===== src/logic/ubt_pkg.sv =====
package ubt_pkg;
  // Word offsets on the Avalon-MM bus; byte address is four times the index.
  localparam logic [7:0] SERIAL_BUFFER_IDX   = 8'h99;
  localparam logic [7:0] BAUD_RELOAD_IDX     = 8'h9A;
  localparam logic [7:0] TIMER_TWO_CTRL_IDX  = 8'hC8;
  localparam logic [7:0] POWER_MODE_IDX      = 8'h87;
  localparam logic [7:0] BAUD_GEN_CTRL_IDX   = 8'h9B;
  localparam logic [7:0] SERIAL_CTRL_IDX     = 8'h98;
  localparam logic [7:0] TIMER_TWO_LOW_IDX   = 8'hCC;
  localparam logic [7:0] TIMER_TWO_HIGH_IDX  = 8'hCD;
  localparam logic [7:0] RELOAD_LOW_IDX      = 8'hCA;
  localparam logic [7:0] RELOAD_HIGH_IDX     = 8'hCB;
  localparam logic [7:0] SERIAL_STATUS_IDX   = 8'hA0;
  localparam logic [7:0] MODE_EXT_IDX        = 8'hA1;
  // Timer two control fields.
  localparam int T2_OVF_BIT   = 7;
  localparam int T2_EXT_BIT   = 6;
  localparam int RX_T2_BIT    = 5;
  localparam int TX_T2_BIT    = 4;
  localparam int TRIG_EN_BIT  = 3;
  localparam int T2_RUN_BIT   = 2;
  localparam int CT_SEL_BIT   = 1;
  localparam int CAP_SEL_BIT  = 0;
  // Power and mode control fields.
  localparam int BAUD_DBL_BIT = 7;
  localparam int FE_VIEW_BIT  = 6;
  localparam logic [7:0] POWER_MODE_WMASK = 8'hC0;
  // Baud generator control fields.
  localparam int BRG_RUN_BIT  = 4;
  localparam int TX_BRG_BIT   = 3;
  localparam int RX_BRG_BIT   = 2;
  localparam int BRG_FAST_BIT = 1;
  localparam int M0_SRC_BIT   = 0;
  localparam logic [7:0] BAUD_GEN_WMASK = 8'h1F;
  // Mode extension fields.
  localparam int UPDN_BIT     = 0;
  localparam int X2_BIT       = 1;
  // Serial control fields.
  localparam int SM0_BIT      = 7;
  localparam logic [7:0] RESET_BYTE = 8'h00;
  localparam logic [15:0] RESET_WORD = 16'h0000;
  // Fixed dividers of the peripheral clock.
  localparam int M0_DIV_STD  = 12;
  localparam int M0_DIV_X2   = 6;
  localparam int BRG_SLOW_PRE = 2;
endpackage : ubt_pkg


===== src/logic/ubt_core.sv =====
`timescale 1ns/10ps
// Overview of operation
// - Overflow flag sets on timer-two overflow only when no serial clock uses it.
// - Trigger-pin falling edge that captures or reloads sets external flag, software clears.
// - External flag raises no interrupt while up/down counting is enabled.
// - Modes 1 and 3 receive clock from timer two when selected, else timer one.
// - Modes 1 and 3 transmit clock from timer two when selected, else timer one.
// - Trigger enable gates pin edges; ignored while timer two clocks the serial port.
// - Timer two counts only while its run bit is set.
// - Select bit chooses peripheral clock or falling edges on count pin.
// - Any serial clock select forces auto-reload, ignoring capture select.
// - Capture select clear reloads on overflow and trigger; set captures on trigger.
// - Baud doubling bit doubles the rate in modes 1, 2 and 3.
// - Framing view bit makes serial control bit 7 show framing error or mode bit.
// - Internal baud generator runs only while its run bit is set.
// - Transmit generator select makes internal generator clock transmission.
// - Receive generator select makes internal generator clock reception.
// - Speed bit picks slow generator when clear, fast when set.
// - Mode 0 clocks at fixed divide or from internal generator per source bit.
// - Generator reloads from an 8-bit reload register reset to zero.
// - Serial buffer contents are undefined until the first transfer.
// - Framing error sets on bad stop bit, stays until software clears.
module ubt_core #(
  parameter int CNT_W = 16
) (
  input  wire logic        i_mclk,
  input  wire logic        i_rst,
  input  wire logic [9:0]  i_avs_address,
  input  wire logic        i_avs_read,
  input  wire logic        i_avs_write,
  input  wire logic [31:0] i_avs_writedata,
  input  wire logic [3:0]  i_avs_byteenable,
  output logic [31:0]      o_avs_readdata,
  output logic             o_avs_waitrequest,
  output logic [1:0]       o_avs_response,
  input  wire logic        i_timer_two_trigger_pin,
  input  wire logic        i_timer_two_count_pin,
  input  wire logic        i_timer_one_overflow,
  input  wire logic [1:0]  i_serial_mode,
  input  wire logic        i_framing_error_set,
  input  wire logic        i_rx_byte_valid,
  input  wire logic [7:0]  i_rx_byte,
  output logic [7:0]       o_tx_byte,
  output logic             o_tx_load,
  output logic             o_tx_baud_tick,
  output logic             o_rx_baud_tick,
  output logic             o_baud_doubling,
  output logic             o_timer_two_irq
);
  typedef enum logic [1:0] {UBT_IDLE = 2'b01, UBT_ACK = 2'b10} ubt_bus_e;
  ubt_bus_e bus_r;
  logic [7:0] t2ctl_r, pmode_r, bgctl_r, brl_r, serial_buffer_r, serial_control_register_r, ext_r;
  logic [CNT_W-1:0] cnt_r, rld_r;
  logic [7:0] brg_cnt_r;
  logic brg_pre_r;
  logic [3:0] m0_cnt_r;
  logic fe_r, tx_load_r;
  logic [31:0] rdata_r;
  logic [1:0] resp_r;
  logic trg_s1_r, trg_s2_r, trg_s3_r, cnt_s1_r, cnt_s2_r, cnt_s3_r;
  logic [7:0] idx;
  logic acc, wr, rd, be0, mapped;
  logic t2_serial, trg_fall, cnt_fall, t2_inc, t2_ovf, ext_event, brg_tick, m0_tick;
  logic t2_low_wr, t2_high_wr, rl_low_wr, rl_high_wr;
  logic [3:0] m0_div;

  assign idx = i_avs_address[9:2];
  assign acc = (bus_r == UBT_IDLE) && (i_avs_read || i_avs_write);
  // Unmapped or misaligned accesses are still answered, but they change and return nothing.
  assign wr  = acc && i_avs_write && mapped;
  assign rd  = acc && i_avs_read && mapped;
  assign be0 = i_avs_byteenable[0];
  assign mapped = (i_avs_address[1:0] == 2'b00) &&
                  (idx inside {ubt_pkg::SERIAL_BUFFER_IDX, ubt_pkg::BAUD_RELOAD_IDX,
                   ubt_pkg::TIMER_TWO_CTRL_IDX, ubt_pkg::POWER_MODE_IDX, ubt_pkg::BAUD_GEN_CTRL_IDX,
                   ubt_pkg::SERIAL_CTRL_IDX, ubt_pkg::TIMER_TWO_LOW_IDX, ubt_pkg::TIMER_TWO_HIGH_IDX,
                   ubt_pkg::RELOAD_LOW_IDX, ubt_pkg::RELOAD_HIGH_IDX, ubt_pkg::SERIAL_STATUS_IDX,
                   ubt_pkg::MODE_EXT_IDX});
  assign o_avs_waitrequest = (i_avs_read || i_avs_write) && (bus_r != UBT_ACK);
  assign o_avs_readdata = rdata_r;
  assign o_avs_response = resp_r;

  // Every access takes one extra cycle so read data always comes from a flop.
  always_ff @(posedge i_mclk or posedge i_rst) begin
    if (i_rst) begin
      bus_r <= UBT_IDLE;
    end else begin
      unique case (bus_r)
        UBT_IDLE: begin
          if (acc) begin
            bus_r <= UBT_ACK;
          end
        end
        UBT_ACK: begin
          bus_r <= UBT_IDLE;
        end
        default: begin
          bus_r <= UBT_IDLE;
        end
      endcase
    end
  end

  // Pins come from outside the clock domain; the third stage feeds edge detection only.
  always_ff @(posedge i_mclk or posedge i_rst) begin
    if (i_rst) begin
      trg_s1_r <= 1'b1;
      trg_s2_r <= 1'b1;
      trg_s3_r <= 1'b1;
      cnt_s1_r <= 1'b1;
      cnt_s2_r <= 1'b1;
      cnt_s3_r <= 1'b1;
    end else begin
      trg_s1_r <= i_timer_two_trigger_pin;
      trg_s2_r <= trg_s1_r;
      trg_s3_r <= trg_s2_r;
      cnt_s1_r <= i_timer_two_count_pin;
      cnt_s2_r <= cnt_s1_r;
      cnt_s3_r <= cnt_s2_r;
    end
  end

  assign trg_fall = trg_s3_r && !trg_s2_r;
  assign cnt_fall = cnt_s3_r && !cnt_s2_r;
  assign t2_serial = t2ctl_r[ubt_pkg::RX_T2_BIT] || t2ctl_r[ubt_pkg::TX_T2_BIT];
  assign t2_inc = t2ctl_r[ubt_pkg::T2_RUN_BIT] &&
                  (t2ctl_r[ubt_pkg::CT_SEL_BIT] ? cnt_fall : 1'b1);
  assign t2_ovf = t2_inc && (&cnt_r);
  assign ext_event = t2ctl_r[ubt_pkg::TRIG_EN_BIT] && trg_fall && !t2_serial;
  assign t2_low_wr  = wr && be0 && idx == ubt_pkg::TIMER_TWO_LOW_IDX;
  assign t2_high_wr = wr && be0 && idx == ubt_pkg::TIMER_TWO_HIGH_IDX;
  assign rl_low_wr  = wr && be0 && idx == ubt_pkg::RELOAD_LOW_IDX;
  assign rl_high_wr = wr && be0 && idx == ubt_pkg::RELOAD_HIGH_IDX;

  // Counter and capture/reload register of timer two.
  always_ff @(posedge i_mclk or posedge i_rst) begin
    if (i_rst) begin
      cnt_r <= ubt_pkg::RESET_WORD;
      rld_r <= ubt_pkg::RESET_WORD;
    end else begin
      if (t2_low_wr) begin
        cnt_r[7:0] <= i_avs_writedata[7:0];
      end else if (t2_high_wr) begin
        cnt_r[CNT_W-1:8] <= i_avs_writedata[CNT_W-9:0];
      end else if (t2_ovf) begin
        cnt_r <= rld_r;
      end else if (ext_event && !(t2ctl_r[ubt_pkg::CAP_SEL_BIT] && !t2_serial)) begin
        cnt_r <= rld_r;
      end else if (t2_inc) begin
        cnt_r <= cnt_r + {{(CNT_W-1){1'b0}}, 1'b1};
      end
      if (rl_low_wr) begin
        rld_r[7:0] <= i_avs_writedata[7:0];
      end else if (rl_high_wr) begin
        rld_r[CNT_W-1:8] <= i_avs_writedata[CNT_W-9:0];
      end else if (ext_event && t2ctl_r[ubt_pkg::CAP_SEL_BIT]) begin
        rld_r <= cnt_r;
      end
    end
  end

  // Control register; hardware flag sets win over a software clear in the same cycle.
  always_ff @(posedge i_mclk or posedge i_rst) begin
    if (i_rst) begin
      t2ctl_r <= ubt_pkg::RESET_BYTE;
    end else begin
      if (wr && be0 && idx == ubt_pkg::TIMER_TWO_CTRL_IDX) begin
        t2ctl_r <= i_avs_writedata[7:0];
      end
      if (t2_ovf && !t2_serial) begin
        t2ctl_r[ubt_pkg::T2_OVF_BIT] <= 1'b1;
      end
      if (ext_event) begin
        t2ctl_r[ubt_pkg::T2_EXT_BIT] <= 1'b1;
      end
    end
  end

  assign o_timer_two_irq = t2ctl_r[ubt_pkg::T2_OVF_BIT] ||
                           (t2ctl_r[ubt_pkg::T2_EXT_BIT] && !ext_r[ubt_pkg::UPDN_BIT]);

  // Software-owned configuration registers; reserved bits stay zero.
  always_ff @(posedge i_mclk or posedge i_rst) begin
    if (i_rst) begin
      pmode_r <= ubt_pkg::RESET_BYTE;
      bgctl_r <= ubt_pkg::RESET_BYTE;
      brl_r   <= ubt_pkg::RESET_BYTE;
      ext_r   <= ubt_pkg::RESET_BYTE;
    end else if (wr && be0) begin
      unique case (idx)
        ubt_pkg::POWER_MODE_IDX:    pmode_r <= i_avs_writedata[7:0] & ubt_pkg::POWER_MODE_WMASK;
        ubt_pkg::BAUD_GEN_CTRL_IDX: bgctl_r <= i_avs_writedata[7:0] & ubt_pkg::BAUD_GEN_WMASK;
        ubt_pkg::BAUD_RELOAD_IDX:   brl_r   <= i_avs_writedata[7:0];
        ubt_pkg::MODE_EXT_IDX:      ext_r   <= i_avs_writedata[7:0] & 8'h03;
        default: ;
      endcase
    end
  end

  // The serial buffer has no reset; its content is meaningless until the first transfer.
  always_ff @(posedge i_mclk) begin
    if (i_rx_byte_valid) begin
      serial_buffer_r <= i_rx_byte;
    end else if (wr && be0 && idx == ubt_pkg::SERIAL_BUFFER_IDX) begin
      serial_buffer_r <= i_avs_writedata[7:0];
    end
  end

  always_ff @(posedge i_mclk or posedge i_rst) begin
    if (i_rst) begin
      tx_load_r <= 1'b0;
    end else begin
      tx_load_r <= wr && be0 && idx == ubt_pkg::SERIAL_BUFFER_IDX;
    end
  end
  assign o_tx_byte = serial_buffer_r;
  assign o_tx_load = tx_load_r;

  // Serial control byte: bit 7 is the mode bit or the framing error, per view select.
  always_ff @(posedge i_mclk or posedge i_rst) begin
    if (i_rst) begin
      serial_control_register_r <= ubt_pkg::RESET_BYTE;
      fe_r   <= 1'b0;
    end else begin
      if (wr && be0 && idx == ubt_pkg::SERIAL_CTRL_IDX) begin
        if (pmode_r[ubt_pkg::FE_VIEW_BIT]) begin
          fe_r <= i_avs_writedata[ubt_pkg::SM0_BIT];
          serial_control_register_r[6:0] <= i_avs_writedata[6:0];
        end else begin
          serial_control_register_r <= i_avs_writedata[7:0];
        end
      end
      if (i_framing_error_set) begin
        fe_r <= 1'b1;
      end
    end
  end

  // Internal generator: 8-bit up-counter reloaded from the reload register.
  // Slow speed uses one extra divide-by-two prescaler stage.
  always_ff @(posedge i_mclk or posedge i_rst) begin
    if (i_rst) begin
      brg_cnt_r <= ubt_pkg::RESET_BYTE;
      brg_pre_r <= 1'b0;
    end else if (!bgctl_r[ubt_pkg::BRG_RUN_BIT]) begin
      brg_cnt_r <= brl_r;
      brg_pre_r <= 1'b0;
    end else begin
      brg_pre_r <= !brg_pre_r;
      if (bgctl_r[ubt_pkg::BRG_FAST_BIT] || brg_pre_r) begin
        brg_cnt_r <= (&brg_cnt_r) ? brl_r : brg_cnt_r + 8'h01;
      end
    end
  end
  assign brg_tick = bgctl_r[ubt_pkg::BRG_RUN_BIT] && (&brg_cnt_r) &&
                    (bgctl_r[ubt_pkg::BRG_FAST_BIT] || brg_pre_r);

  // Mode 0 fixed divider.
  assign m0_div = ext_r[ubt_pkg::X2_BIT] ? 4'(ubt_pkg::M0_DIV_X2) : 4'(ubt_pkg::M0_DIV_STD);
  always_ff @(posedge i_mclk or posedge i_rst) begin
    if (i_rst) begin
      m0_cnt_r <= 4'h0;
    end else if (m0_cnt_r >= m0_div - 4'h1) begin
      m0_cnt_r <= 4'h0;
    end else begin
      m0_cnt_r <= m0_cnt_r + 4'h1;
    end
  end
  assign m0_tick = (m0_cnt_r == m0_div - 4'h1);

  // Baud tick routing; the internal generator select wins over the timer choice.
  always_comb begin
    if (i_serial_mode == 2'b00) begin
      o_tx_baud_tick = bgctl_r[ubt_pkg::M0_SRC_BIT] ? brg_tick : m0_tick;
      o_rx_baud_tick = o_tx_baud_tick;
    end else if (i_serial_mode == 2'b10) begin
      o_tx_baud_tick = 1'b0;
      o_rx_baud_tick = 1'b0;
    end else begin
      if (bgctl_r[ubt_pkg::TX_BRG_BIT]) begin
        o_tx_baud_tick = brg_tick;
      end else begin
        o_tx_baud_tick = t2ctl_r[ubt_pkg::TX_T2_BIT] ? t2_ovf : i_timer_one_overflow;
      end
      if (bgctl_r[ubt_pkg::RX_BRG_BIT]) begin
        o_rx_baud_tick = brg_tick;
      end else begin
        o_rx_baud_tick = t2ctl_r[ubt_pkg::RX_T2_BIT] ? t2_ovf : i_timer_one_overflow;
      end
    end
  end
  assign o_baud_doubling = pmode_r[ubt_pkg::BAUD_DBL_BIT] && (i_serial_mode != 2'b00);

  // Read data and response registered in the accept cycle.
  always_ff @(posedge i_mclk or posedge i_rst) begin
    if (i_rst) begin
      rdata_r <= 32'h0000_0000;
      resp_r  <= 2'b00;
    end else if (acc) begin
      resp_r  <= mapped ? 2'b00 : 2'b11;
      rdata_r <= 32'h0000_0000;
      if (rd) begin
        unique case (idx)
          ubt_pkg::SERIAL_BUFFER_IDX:  rdata_r[7:0] <= serial_buffer_r;
          ubt_pkg::BAUD_RELOAD_IDX:    rdata_r[7:0] <= brl_r;
          ubt_pkg::TIMER_TWO_CTRL_IDX: rdata_r[7:0] <= t2ctl_r;
          ubt_pkg::POWER_MODE_IDX:     rdata_r[7:0] <= pmode_r;
          ubt_pkg::BAUD_GEN_CTRL_IDX:  rdata_r[7:0] <= bgctl_r;
          ubt_pkg::SERIAL_CTRL_IDX:    rdata_r[7:0] <= {pmode_r[ubt_pkg::FE_VIEW_BIT] ? fe_r :
                                                        serial_control_register_r[7], serial_control_register_r[6:0]};
          ubt_pkg::TIMER_TWO_LOW_IDX:  rdata_r[7:0] <= cnt_r[7:0];
          ubt_pkg::TIMER_TWO_HIGH_IDX: rdata_r[CNT_W-9:0] <= cnt_r[CNT_W-1:8];
          ubt_pkg::RELOAD_LOW_IDX:     rdata_r[7:0] <= rld_r[7:0];
          ubt_pkg::RELOAD_HIGH_IDX:    rdata_r[CNT_W-9:0] <= rld_r[CNT_W-1:8];
          ubt_pkg::SERIAL_STATUS_IDX:  rdata_r[7:0] <= {7'h00, fe_r};
          ubt_pkg::MODE_EXT_IDX:       rdata_r[7:0] <= ext_r;
          default: ;
        endcase
      end
    end
  end
endmodule : ubt_core


===== config.mk =====
export PLATFORM = sky130hd
export DESIGN_NAME = ubt_core
export DESIGN_NICKNAME = d
export VERILOG_FILES = /design/src/logic/ubt_pkg.sv /design/src/logic/ubt_core.sv
export SDC_FILE = /design/constraint.sdc
export NUM_CORES = 1
export LEC_CHECK = 0
export ABC_AREA = 1
export BUFFER_PORTS_ARGS = -buffer_cell sky130_fd_sc_hd__buf_4
export CORE_MARGIN = 2
export CORE_UTILIZATION = 51
export DETAILED_ROUTE_END_ITERATION = 8
export PLACE_DENSITY_LB_ADDON = 0.1
export SLEW_MARGIN = 20
export SYNTH_ARGS = -nofsm -noshare
export SYNTH_HDL_FRONTEND = slang
export SYNTH_SLANG_ARGS = --single-unit

===== constraint.sdc =====
create_clock -name i_mclk -period 3.2 [get_ports i_mclk]
set_input_delay 0.64 -clock i_mclk [delete_from_list [all_inputs] [get_ports i_mclk]]
set_output_delay 0.64 -clock i_mclk [all_outputs]
set_load 0.01 [all_outputs]

======== Word level (Yosys, flattened, before mapping) ========
Cells that the tools add are included.
storage, ports and cells
  flip-flop bits (word level) ............. 106
  input bits .............................. 65
  word-level logic and storage cells ...... 160
operators by class
  multiplexer cells ....................... 40
  bitwise gates (word level) .............. 3
  magnitude comparators ................... 1
  add/sub/neg operators ................... 4
  reduce and logical (&&, ||, !) cells .... 64
  equality and inequality tests ........... 20
operators with widths
  cell                                                                 count
  8-bit two-way mux                                                    13
  8-bit equality test (second input constant)                          12
  8-bit one-hot mux with 12 select lines                               1
  16-bit two-way mux                                                   4
  1-bit logical AND                                                    29
  2-bit AND reduction                                                  10
  1-bit two-way mux                                                    17
  16-bit by 1-bit adder with 16-bit output (second input constant)     1
  16-bit AND reduction                                                 1
  2-bit nonzero test                                                   8
  12-bit nonzero test                                                  1
  8-bit by 1-bit adder with 8-bit output (second input constant)       1
  4-bit two-way mux                                                    2
  2-bit inequality test (second input constant)                        4
  8-bit AND reduction                                                  1
  4-bit nonzero test                                                   2
  1-bit zero test                                                      6
  2-bit two-way mux                                                    3
  4-bit by 1-bit adder with 4-bit output (second input constant)       1
  4-bit equality test                                                  1
  4-bit greater-or-equal comparator                                    1
  2-bit zero test                                                      2
  1-bit logical OR                                                     4
  4-bit by 1-bit subtractor with 4-bit output (second input constant)  1
  other kinds (4)                                                      6

======== Logic depth before layout (Yosys ltp) ========
Gate-level depths: netlist of run 1.
  word-level depth ........................ 9
  gate-level depth with buffers ........... 14
  depth with buffers taken out ............ 14

======== Least setup slack after synthesis of run 1 ========
Ideal clock, no wire load.
  kind .................................... register to output
  start ................................... register cnt_r[0]
  end ..................................... output port o_rx_baud_tick
  arrival time ............................ 1.642 ns
  required time ........................... 2.560 ns
  buffers on the path ..................... 0
  path slack .............................. 0.918 ns
  cell stages (with the launch flop) ...... 10
  path through ............................ dfrtp_1 > ha_1 > inv_1 > nor2_2 > nand3_1 > nor2_1 > nand4_1 > o21ai_0 > a21oi_1 > o21ai_0
between the ends
  cells in the longest elaborated chain, start to end .. 6
ends and longest elaborated chain
  what                             RTL line         source
  start, declared                  ubt_core.sv:53   logic [CNT_W-1:0] cnt_r, rld_r;
  start signal, assigned           ubt_core.sv:138  cnt_r <= ubt_pkg::RESET_WORD;
  start signal, assigned           ubt_core.sv:142  cnt_r[7:0] <= i_avs_writedata[7:0];
  start signal, assigned by index  ubt_core.sv:144  cnt_r[CNT_W-1:8] <= i_avs_writedata[CNT_W-9:0];
  16-bit AND reduction             ubt_core.sv:128  assign t2_ovf = t2_inc && (&cnt_r);
  1-bit logical AND                ubt_core.sv:128
  1-bit two-way mux                ubt_core.sv:288  o_rx_baud_tick = t2ctl_r[ubt_pkg::RX_T2_BIT] ? t2_ovf : i_timer_one_overflow;
  1-bit two-way mux                ubt_core.sv:285  if (bgctl_r[ubt_pkg::RX_BRG_BIT]) begin
  1-bit two-way mux                ubt_core.sv:276  end else if (i_serial_mode == 2'b10) begin
  1-bit two-way mux                ubt_core.sv:273  if (i_serial_mode == 2'b00) begin
  end, declared                    ubt_core.sv:46   output logic o_rx_baud_tick,
No other way between the ends.

======== Final worst setup path of run 1 ========
Ends and elaborated chain as after synthesis.

==> results of run 1 <==
==> synth_stat cells (all sizes together) <==
master / number
nand3b: 2
nor3: 6
xor2: 8
nor2b: 1
ha: 6
a21oi: 23
o21a: 2
conb: 1
xnor2: 4
nand3: 55
clkinv: 2
nor4: 2
edfxtp: 8
buf: 36
nand4: 23
clkbuf: 4
or2: 4
dfstp: 7
o22ai: 3
o2111ai: 3
dfrtp: 90
o2111a: 1
a31oi: 2
nand2: 325
o211ai: 8
inv: 79
a22o: 2
a211oi: 2
o21ai: 82
o2bb2ai: 1
nor2: 65
==> routing by layer <==
metal	GRT usage [%]	part of all wire, %
met1	40.9	44
met2	44.9	44
met3	6.85	9.2
met4	12.2	3.1
met5	0	0.076
==> worst paths after layout <==
check	cells past startpoint	from	slack, ns	endpoint
min in group i_mclk	0	trg_s1_r	0.36	trg_s2_r
hold / removal	2	i_rst	0.14	o_tx_load
setup reg to reg	8	bus_r[0]	0.80	rld_r[10]
max in group asynchronous	3	i_rst	2.35	bus_r[0]
setup / recovery	10	cnt_r[0]	0.24	o_rx_baud_tick
hold reg to reg	0	trg_s1_r	0.36	trg_s2_r
==> stage by stage <==
step / setup slack (ns) / hold WS, ns / util [%]
global placement: 0.402 / 0.348 / 56.9
floorplan: 0.0379 / 0.345 / -
global route: 0.0147 / 0.141 / 59.6
CTS: 0.104 / 0.138 / 59.5
detailed placement: 0.405 / 0.347 / 56.9
finish: 0.235 / 0.141 / 59.6
==> flip-flops by register name, summed over array words and instances, names as in the netlist, 2 cells and up <==
name and count:
bus_r 2, cnt_r 16, ext_r 2, t2ctl_r 8
o_tx_byte 8, o_avs_readdata 8, bgctl_r 5, pmode_r 2
m0_cnt_r 4, rld_r 16, brg_cnt_r 8, serial_control_register_r 8
brl_r 8
==> worst max-delay path, cell delays in order, from the launching register on <==
cell     delay (ns)
dfrtp_1        0.44
ha_1           0.22
inv_1          0.08
nor2_4         0.17
nand3_1        0.14
nor2_2         0.15
nand4_1        0.15
o21ai_2        0.20
a21oi_1        0.11
o21ai_0        0.17
buf_4          0.15
==> repair_timing <==
item	4_1_cts	5_1_grt
pin swaps	0	0
endpoints found under the setup margin	1	2
gates cloned	0	0
gates resized for setup	1	4
==> placed cells by master, fill, tap and decap left out, types with 3 or more instances in the layout <==
master / synthesis / routed
nor2_1: 56 / 55
clkbuf_16: 0 / 9
xor2_1: 8 / 8
nand4_1: 20 / 20
edfxtp_1: 8 / 8
o2111ai_1: 3 / 3
nand3_1: 50 / 50
nand2_1: 321 / 321
xnor2_1: 4 / 4
clkinv_1: 2 / 3
dfrtp_1: 90 / 90
dfstp_2: 7 / 7
nand3_2: 3 / 3
a21oi_1: 21 / 21
nor3_1: 6 / 6
nor2_4: 7 / 8
inv_2: 3 / 3
buf_4: 31 / 70
conb_1: 1 / 24
nand2_2: 4 / 4
inv_1: 76 / 75
o21ai_0: 66 / 64
o211ai_1: 8 / 8
o21ai_1: 16 / 17
o22ai_1: 3 / 3
ha_1: 6 / 6
==> cell families (layout without fill, tap and decap cells) <==
| family | Yosys count | in the layout |
|---|---|---|
| adder cells (fa/ha/maj) | 6 | 6 |
| other | 1 | 24 |
| flip-flops | 105 | 105 |
| buffers and inverters | 121 | 168 |
| XOR/XNOR | 12 | 12 |
| AND/OR/NAND/NOR | 483 | 483 |
| AO/OA/AOI/OAI | 129 | 129 |
==> power by group <==
part	internal, mW	switching, mW
Sequential	1.45	0.117
Clock	0.624	0.546
Combinational	0.223	0.310
==> cell type report <==
type | count | area (um^2)
well taps | 147 | 184
clock buffers | 9 | 225
flip-flops and latches | 105 | 2680
repair buffers | 71 | 546
fillers | 1142 | 4860
inverters | 81 | 307
multi-input cells | 654 | 3130
clock inverters | 7 | 87.6
==> results.ini, run 1 <==
[status]
status=finished, final reports clean

[setup_path]
required_ns=2.56
crit_type=reg -> out
path_max_fanout=6
cp.arrival_ns=2.32
endpoint_kind=output port
start_kind=flip-flop

[cells_and_area]
area_growth_pct=13.6
drive_gt1_share_pct=13.4
nets=993
antenna_cells=0
final_cells=1074
final_cell_area_um2=7160

[die]
die_w_um=115
dieArea_um2=13300
die_height_um=115
start_util_pct=52.4
ios=113
rows=40
coreArea_um2=12000

[synthesis]
synth-adder-area-share_pct=1.19
ys_types=44
synth_top_family_by_area=simple AND/OR/NAND/NOR gates
ys_seq_elements=105
muxShareOfSynthArea_pct=0
synth_top_cell_by_area=dfrtp_1
yosys_warnings=0
synth.yosys.seq_area_share_pct=42.5
yosys-top-cells-area=dfrtp_1 36%, nand2_1 19%, o21ai_0 5.2%
synth-compound-area-share_pct=11.6
synth_area_um2=6300
yosysTopAreaCellShare_pct=35.8
synth_cells=857
synth-xor-area-share_pct=1.67
syn_area_per_cell_um2=7.35
synth-simple-area-share_pct=33.6

[clock_network]
numCtsBuffers=9
clk_latency_ns=0.36
cts_tree=done
cts.sinks=105
clockRootBuffer=clkbuf_16
path_clk_slew_ns=0.08
cts_buffer_depth=2
post-cts-setup-buffer-count=0
postCtsHoldBufs=0
cts.htree.levels=3

[route]
firstDrtPassIters=6
avgViaCountPerCell=5.54
wire_per_inst_um=17.2
drc=0
via_count=5953
drt_iter0_drc=637
wl_mm=18.5
drtAntennaViolNets=0

[pwr]
total_power_mw=3.27
p_leak_nw=3.60
power_density_nw_per_um2=457
peakVddDrop_uv=339

[sta]
skew_ns=0.00988
finalSetupTns_ns=0
timing.fmax_mhz=337
slew_violations=0
slew_headroom_pct=60.5
post-route-period-util_pct=92.7
finalHoldViolCount=0
rsz0062_at_grt=no
period_minus_slack_ns=2.96
setup_viol=0
tightest_slew_ns=0.592

[place]
placed_area_um2=6830
io_buffers=61
globalplace.congestion=0.949
dpl.cell_count=1058
hpwl_mm=14.1

[worst_hold_path]
hold_class=in -> async

[global_routing]
grt_overflow=0
track_usage_pct=29.5
grt_pass1_wl_mm=29.6
grt_max_degree=93
antenna_found_initial=1
grt_pass1_vias=5622

[flow_run]
drv_cap=0

Note: power is estimated with default switching activity, not from simulation.
==> run 2: changes to the inputs <==
BUFFER_PORTS_ARGS = -buffer_cell sky130_fd_sc_hd__buf_2   (was -buffer_cell sky130_fd_sc_hd__buf_4)
PLACE_DENSITY = 0.82   (was not set)
PLACE_DENSITY_LB_ADDON = not set   (was 0.1)
RECOVER_POWER = 100   (was not set)
==> run 2 against run 1 <==
Effect of this change:
- the run now ends with capacitance limit, slew limit left
- clock skew about the same
- largest power group unchanged
- critical path depth unchanged
- global-route usage decreased by 0.86 points
- sequential power about the same
- hold slack improved by 0.22 ns
- cell count about the same
- die area unchanged
- combinational power decreased by 10%
- flip-flop and latch count unchanged
- clock power decreased by 9%
==> results.ini, run 2 (synthesized netlist as in run 1, its figures left out) <==
[setup_path]
crit_path_top_delay_cell=dfrtp_1
endpoint_kind=output port
crit_type=reg -> out
critical_path.top_delay_family=simple AND/OR/NAND/NOR gates
path_max_fanout=5
r2r-end=cnt_r[0]
start_kind=flip-flop
required_ns=2.56
cp.arrival_ns=2.44
r2r_slack_ns=0.73
cpPeakStageDelay_ns=0.43
r2r.worst_path.cells=9
crit_chain=ha_1, inv_1, nor2_2, nand3_1, nor2_2, nand4_1, o21ai_0, o21ai_0, nand2_1, buf_2
reg2reg_from=bus_r[0]
path_buf_inv=2

[sta]
post-route-period-util_pct=96.1
timing.fmax_mhz=325
skew_ns=0.00975
rsz0062_at_grt=no
setup_viol=0
finalSetupTns_ns=0
slew_headroom_pct=-41.4
slew_violations=55
period_minus_slack_ns=3.08
fin_ws_ns=0.124
tightest_slew_ns=2.12
finalHoldViolCount=0

[global_routing]
grt_pass1_wl_mm=28.6
grt_max_degree=56
track_usage_pct=28.7
antenna_found_initial=0
grt_pass1_vias=5494
grt_overflow=0

[flow_run]
drv_cap=1

[worst_hold_path]
hold_path_startpoint=cnt_s1_r
hold_end=cnt_s2_r
hold_class=reg -> reg
hold-path-cell-count=0

[cells_and_area]
area_growth_pct=8.48
nets=992
layout_commonest_cell=nand2_1
drive_gt1_share_pct=8.75
multi_input_area_um2=3060
nFillCells=1142
largestRegisters=cnt_r: 16 flops, rld_r: 16 flops
final_cell_area_um2=6830
layout_common_cells=321 x nand2_1, 89 x dfrtp_1, 77 x inv_1, 77 x o21ai_0, 55 x nor2_1
final_cells=1073
regArea_um2=2680
antenna_cells=0

[route]
drtAntennaViolNets=0
drc=0
via_count=5944
wire_per_inst_um=16.6
drt_iter0_drc=570
wl_mm=17.8
avgViaCountPerCell=5.54
firstDrtPassIters=7

[status]
status=finished with violations
violations=capacitance limit, slew limit

[pwr]
p_leak_nw=3.40
total_power_mw=3.12
power_density_nw_per_um2=457
peakVddDrop_uv=341

[place]
placed_area_um2=6670
pre_cts_ws_ns=0.429
io_buffers=61
globalplace.congestion=1.03
dpl.cell_count=1057
hpwl_mm=13.3

[die]
die_w_um=115
ios=113
rows=40
die_height_um=115
coreArea_um2=12000
start_util_pct=52.4
dieArea_um2=13300

[clock_network]
cts_tree=done
clockRootBuffer=clkbuf_16
cts.sinks=105
clk_latency_ns=0.37
post-cts-setup-buffer-count=0
cts_buffer_depth=2
cts.htree.levels=3
path_clk_slew_ns=0.07
numCtsBuffers=9

-- run 2: changes by cell type in the layout (fill, tap and decap cells not counted), moves of 12 or more --
cell      delta
o21ai_0     +13
o21ai_1     -12
buf_4       -66
clkbuf_1    +36
buf_2       +30
-- run 2: stage by stage --
stage	utilization (%)	hold WS, ns
after floorplan	-	0.345
after global placement	55.5	0.346
after detailed placement	55.5	0.347
after CTS	57.9	0.358
after global routing	56.9	0.355
final	56.9	0.357
-- run 2: metal layers --
layer  GRT usage, %  wire length (um)
met5              0                 0
met4           12.4               541
met1           40.4              7740
met3           5.54              1800
met2           43.3              7760
-- run 2: report_power, final --
part           total, mW  leakage [nW]  switching [mW]  internal (mW)
sequential          1.57          1.34           0.126           1.45
combinational      0.479          1.92           0.299          0.180
clock               1.07         0.140           0.530          0.540
-- run 2: timing repair --
item | 4_1_cts | 5_1_grt
hold buffers | 0 | 0
setup endpoints to repair | 0 | 2
gates resized for setup | 0 | 3
-- run 2: worst max-delay path by stage --
stage / startpoint / endpoint / slack [ns] / depth (start not counted)
floorplan: i_rst / bgctl_r[0] / 0.04 / 1
global placement: cnt_r[0] / o_rx_baud_tick / 0.43 / 10
detailed placement: cnt_r[0] / o_rx_baud_tick / 0.43 / 10
CTS: cnt_r[0] / o_rx_baud_tick / 0.03 / 10
global route: cnt_r[1] / o_tx_baud_tick / 0.01 / 10
finish: cnt_r[1] / o_tx_baud_tick / 0.12 / 10
-- run 2: layout make-up --
class / count / area share [%]
clock inverters: 6 / 0.714
clock buffers: 10 / 3.35
repair buffers: 70 / 4.85
multi-input cells: 654 / 44.8
inverters: 81 / 4.45
flip-flops and latches: 105 / 39.2
well taps: 147 / 2.69
